`src/ctt_map.svh`:
```
// Constants for the capture timer trigger control block
`ifndef CTT_MAP_SVH
`define CTT_MAP_SVH
`define CTT_BIT_CASCADE     8
`define CTT_BIT_TRIG_MODE   7
`define CTT_BIT_TRIG_STATUS 6
`define CTT_BIT_UNUSED      5
`define CTT_SEL_MSB         4
`define CTT_SEL_LSB         0
`define CTT_RESET_CTRL2     16'h000D
`define CTT_SEL_WIDTH       5
`define CTT_TRIG_GEN_BASE   8
`endif

```
`src/ctt_pkg.sv`:
```
// Types for the capture timer trigger control block
package ctt_pkg;
  typedef logic [15:0] ctt_word_t;
  typedef enum logic [0:0]
  {
    CTT_SYNC = 1'b0,
    CTT_TRIG = 1'b1
  } ctt_mode_e;
endpackage : ctt_pkg

```
`src/ctt_capture_timer_trigger_ctrl.sv`:
```
// Trigger and sync control of one capture channel's timer
`timescale 1ns/1ns
`include "ctt_map.svh"

module ctt_capture_timer_trigger_ctrl
  import ctt_pkg::*;
#(
  parameter int CHANNEL  = 1,  // Channel number, 1 to 4
  parameter int NUM_SRCS = 32  // Number of selectable sources
)
(
  input  wire logic                 clk,               // 10 MHz clock
  input  wire logic                 reset_n,           // Synchronous reset, low
  input  wire logic                 ctrl_wr,           // Write strobe for control two
  input  wire logic [15:0]          ctrl_wdata,        // Write data for control two
  input  wire logic [NUM_SRCS-1:0]  src_events,        // Source event pulses
  input  wire logic [3:0]           trig_gen_outputs,  // Generator outputs 8 to 11
  input  wire logic                 peer_cascade,      // Partner channel cascade bit
  output logic [15:0]               capture_control_two, // Register read value
  output logic                      timer_trigger_status, // Trigger status flag; timer runs on it in trigger mode only
  output logic                      timer_run,         // Timer may count
  output logic                      timer_hold_clear,  // Timer held at zero
  output logic                      timer_sync_pulse,  // Reset timer for sync mode
  output logic                      cascade_active     // Pair forms 32-bit unit
);

  ////////////////////////////////////////////////////////////////////////////
  // Elaboration checks

  // Only four generator outputs exist, one for each channel
  if (CHANNEL < 1 || CHANNEL > 4)
  begin : g_bad_channel
    $error("CHANNEL must be 1 to 4");
  end

  // The select field is five bits wide, so no more than 32 sources
  if (NUM_SRCS < 1 || NUM_SRCS > 32)
  begin : g_bad_srcs
    $error("NUM_SRCS must be 1 to 32");
  end

  ////////////////////////////////////////////////////////////////////////////
  // Design notes
  //
  // The selected event is registered once before it touches the status
  // flag, so the flag rises two clocks after the event is seen. This costs
  // one clock of latency but keeps the wide select mux off the flag path.
  //
  // A hardware set and a software clear in the same clock resolve in
  // favour of the set, so an event can never be lost to a racing write.
  //
  // Nothing stops software from naming this channel as its own source;
  // doing so loops the channel onto itself and is left to software.
  //
  // Cascade is only reported active when the partner channel agrees, so a
  // half-configured pair stays as two independent channels.

  ////////////////////////////////////////////////////////////////////////////
  // Field decoding

  // Source select field of a control word, used for reset and writes
  function automatic logic [4:0] sel_field(input ctt_word_t w);
    sel_field = w[`CTT_SEL_MSB:`CTT_SEL_LSB];
  endfunction : sel_field

  // Reset image kept as a typed word so each field is picked by position
  localparam ctt_word_t  RESET_WORD   = `CTT_RESET_CTRL2;
  localparam logic       RESET_CASC   = RESET_WORD[`CTT_BIT_CASCADE];
  localparam logic       RESET_MODE   = RESET_WORD[`CTT_BIT_TRIG_MODE];
  localparam logic       RESET_STATUS = RESET_WORD[`CTT_BIT_TRIG_STATUS];
  localparam logic [4:0] RESET_SEL    = sel_field(RESET_WORD);

  ////////////////////////////////////////////////////////////////////////////
  // Source selection

  logic       src_hit;
  wire logic [31:0] src_all;
  logic       src_q;     // Registered so the status set lands two clocks after the event
  logic       src_d;
  logic       cascade_q, cascade_d;
  logic       mode_q,    mode_d;
  logic       status_q,  status_d;
  logic [4:0] sel_q,     sel_d;

  // generator output for this channel
  // Generator output folds into code 0; unused codes read as quiet
  for (genvar i = 0; i < 32; i++)
  begin : g_src
    if (i == 0)
    begin : g_code0
      // Only this channel's generator output, never a neighbour's
      assign src_all[i] = src_events[0] | trig_gen_outputs[CHANNEL-1];
    end
    else if (i < NUM_SRCS)
    begin : g_used
      assign src_all[i] = src_events[i];
    end
    else
    begin : g_spare
      // Codes beyond the fitted sources never fire
      assign src_all[i] = 1'b0;
    end
  end

  // no self-source guard; software must avoid
  always_comb
  begin
    src_hit = src_all[sel_q];
  end

  ////////////////////////////////////////////////////////////////////////////
  // Control register next state

  always_comb
  begin
    src_d     = src_hit;
    cascade_d = cascade_q;
    mode_d    = mode_q;
    sel_d     = sel_q;
    status_d  = status_q;
    if (ctrl_wr)
    begin
      cascade_d = ctrl_wdata[`CTT_BIT_CASCADE];
      mode_d    = ctrl_wdata[`CTT_BIT_TRIG_MODE];
      sel_d     = sel_field(ctrl_wdata);
      status_d  = ctrl_wdata[`CTT_BIT_TRIG_STATUS];
    end
    if (src_q && mode_q == CTT_TRIG)
      status_d = 1'b1;
  end

  // Registers only
  always_ff @(posedge clk)
  begin
    if (!reset_n)
    begin
      src_q     <= 1'b0;
      cascade_q <= RESET_CASC;
      mode_q    <= RESET_MODE;
      status_q  <= RESET_STATUS;
      sel_q     <= RESET_SEL;
    end
    else
    begin
      src_q     <= src_d;
      cascade_q <= cascade_d;
      mode_q    <= mode_d;
      status_q  <= status_d;
      sel_q     <= sel_d;
    end
  end

  ////////////////////////////////////////////////////////////////////////////
  // Outputs

  always_comb
  begin
    capture_control_two = '0;
    capture_control_two[`CTT_BIT_CASCADE]     = cascade_q;
    capture_control_two[`CTT_BIT_TRIG_MODE]   = mode_q;
    capture_control_two[`CTT_BIT_TRIG_STATUS] = status_q;
    capture_control_two[`CTT_SEL_MSB:`CTT_SEL_LSB] = sel_q;
  end

  // trigger versus sync
  // In sync mode the timer free runs and is only restarted by the pulse
  always_comb
  begin
    timer_trigger_status = status_q;
    if (mode_q == CTT_TRIG)
    begin
      timer_run        = status_q;
      timer_hold_clear = !status_q;
      timer_sync_pulse = 1'b0;
    end
    else
    begin
      timer_run        = 1'b1;
      timer_hold_clear = 1'b0;
      timer_sync_pulse = src_q;
    end
  end

  ////////////////////////////////////////////////////////////////////////////
  // Cascade

  assign cascade_active = cascade_q && peer_cascade;

endmodule : ctt_capture_timer_trigger_ctrl

```
`config.mk`:
```
export PLATFORM = sky130hd
export DESIGN_NAME = ctt_capture_timer_trigger_ctrl
export DESIGN_NICKNAME = d
export VERILOG_FILES = /design/src/ctt_pkg.sv /design/src/ctt_capture_timer_trigger_ctrl.sv
export VERILOG_INCLUDE_DIRS = /design/src /design/src/src
export SDC_FILE = /design/constraint.sdc
export NUM_CORES = 1
export LEC_CHECK = 0
export BUFFER_PORTS_ARGS = -buffer_cell sky130_fd_sc_hd__buf_2
export CAP_MARGIN = 25
export CORE_UTILIZATION = 34
export DETAILED_ROUTE_END_ITERATION = 10
export GPL_TIMING_DRIVEN = 1
export PLACE_DENSITY = 0.83
export SYNTH_ARGS = -nofsm -noshare
export SYNTH_HDL_FRONTEND = slang
export SYNTH_SLANG_ARGS = --single-unit
export TNS_END_PERCENT = 10
```
`constraint.sdc`:
```
create_clock -name clk -period 2.12 [get_ports clk]
set_input_delay 0.106 -clock clk [delete_from_list [all_inputs] [get_ports clk]]
set_output_delay 0.106 -clock clk [all_outputs]
set_load 0.01 [all_outputs]
```
==> metrics <==
status finished, final reports clean; Setup-failing EPs final 0; Fin. Hold Viols 0; vias in the first global route 535; worst setup path class register to register; # DRC 0; fin crit share 0.944; post-route cell area 0.00100 sq mm; Synth area leaders dfxtp_1, mux4_1, mux2i_1; Syn Inst Count 68; Post-CTS Setup Bufs 0; Routed wire per std cell slightly above 10 microns; Num CTS Buffers 3; GRT Total Usage 0.138; Slew Viols, Final 0; CP arrival 2160 ps; initial core utilization 0.364; Post-synth EDFFs 0; clk_skew 2.51 ps; post-cts resize count 0; sequential area share after synthesis 0.250; vias per cell between 4 and 5; Vias 686; Worst VDD drop 0.184 mV; clock root buffer clkbuf_4; Hold Path Class input pin to register; first-pass GRT wire length between 2000 and 2500 microns; area grow syn2layout 39.2%; CP Launch Type register; CTS tree built; # diodes 0; number of DRC markers in iteration 0 0; dpl hpwl about 1300 microns; FMAX between 400 and 500 MHz; DIE HEIGHT a little under 50 microns; Synth warnings 0; Hold WS 61.3 ps; synth unique cells 22; Port Buffer Count 57; share of the synthesized area in the top cell type 0.250; Final #Nets 180; first drt pass iteration count 1; largest net degree at the start of global routing 13; Placed Area roughly 980 sq um; share of cells above drive strength 1 0.553; Worst-path clk slew 60 ps; Total Wirelength approximately 1500 microns; Synth area leader dfxtp_1; TNS Setup 0 ps; Max-cap violations 0; Cell Pwr Density roughly 470 mW/mm^2; Post-CTS Hold Fix Bufs 0; Synth Area per Inst between 10 and 15 sq um; Final min period 2000 ps; clk buf depth 2; #FFs+latches synth 9; # IOs 77; synthesized area 722 sq um; CP Capture Type register; Rows 16; grt ovf 0; ys flop type dfxtp_1; initial antenna violation count 0; Die X a little under 50 microns; Final Util 0.507; Core Footprint 0.00198 sq mm; Pleak 0.549 nW; number of routed nets with antenna violations 0; Clk Latency, worst-skew pair about 260 ps; RSZ-0062 raised after global routing no; Die ar. 0.00231 sq mm; crit-path max FO 8; htree depth 1; GP Congestion 0.665; CP required 2280 ps; post-synthesis async set-or-reset flop share 0; Clock Sinks 9
[cells in the mapped netlist (all sizes together) (2+ instances only)]
cell and number:
nor2b 6, clkbuf 3, nand2b 2, dfxtp 9, nor3 2, nand2 4
o31ai 2, buf 12, mux2 2, mux2i 10, mux4 7
[layout make-up]
type	instances	area (sq um)
inverter	1	3.75
fill	195	977
sequential	9	180
tap	27	33.8
clock buffer	3	22.5
clock inverter	1	5.00
multi-input combinational	50	459
timing repair buffer	59	300
[power by group]
group	total [mW]	switching [mW]	internal [mW]
Clock	0.130	0.0607	0.0696
Sequential	0.196	0.0154	0.181
Combinational	0.143	0.0545	0.0885
Total	0.470	0.131	0.339
[kinds of logic after synthesis]
group,after synthesis,share of synthesized area
AND/OR/NAND/NOR,17,0.132
flip-flops,9,0.250
buffers and inverters,16,0.151
other,1,0.00519
AO/OA/AOI/OAI,6,0.0537
multiplexers,19,0.409
[layer usage]
metal	track usage	vias up	routed length [microns]
met5	0	-	0
met4	0.0833	0	0
met3	0.0340	0	140
met2	0.246	46	781
met1	0.145	300	587
li1	-	340	-
[sequential cells by signal, summed over array words and instances (netlist names)]
| signal | count |
|---|---|
| sel_q | 5 |
| cascade_q | 1 |
| mode_q | 1 |
| src_q | 1 |
| timer_trigger_status | 1 |
[cells in the final DEF (no fill, tap or decap), types with 2 or more instances in the layout]
cell type	count
buf_2	57
mux2i_1	10
dfxtp_1	9
conb_1	8
nor2b_1	6
nand2_1	4
mux4_1	4
mux4_2	3
clkbuf_4	3
nand2b_1	2
nor3_1	2
mux2_2	2
o31ai_1	2
buf_4	2
[stage by stage]
| stage | setup WS (ps) | std cells | total power, mW |
|---|---|---|---|
| 6_report | 119 | 150 | 0.470 |
| 3_3_place_gp | 120 | 146 | 0.340 |
| 3_5_place_dp | 131 | 146 | 0.345 |
| 4_1_cts | 128 | 150 | 0.478 |
| 5_1_grt | 54.3 | 150 | 0.511 |
| 2_1_floorplan | 178 | 75 | 0.297 |
[worst max-delay path: stages, from the launching register on]
cell and delay [ps]:
dfxtp_1 540, mux4_1 610, mux4_2 450, nand2b_1 140
and3_1 150
[path summary, 6_finish.rpt]
check,to,cells after the start,from,slack [ps]
worst max-delay path,src_q$_SDFF_PN0_,4,sel_q[0]$_SDFFE_PN1P_,120
worst min-delay path,sel_q[3]$_SDFFE_PN1P_,3,ctrl_wdata[3],60
worst max register to register,src_q$_SDFF_PN0_,4,sel_q[0]$_SDFFE_PN1P_,120
worst min register to register,timer_trigger_status$_SDFFE_PN0P_,2,src_q$_SDFF_PN0_,480
(Power assumes the default switching activity.)
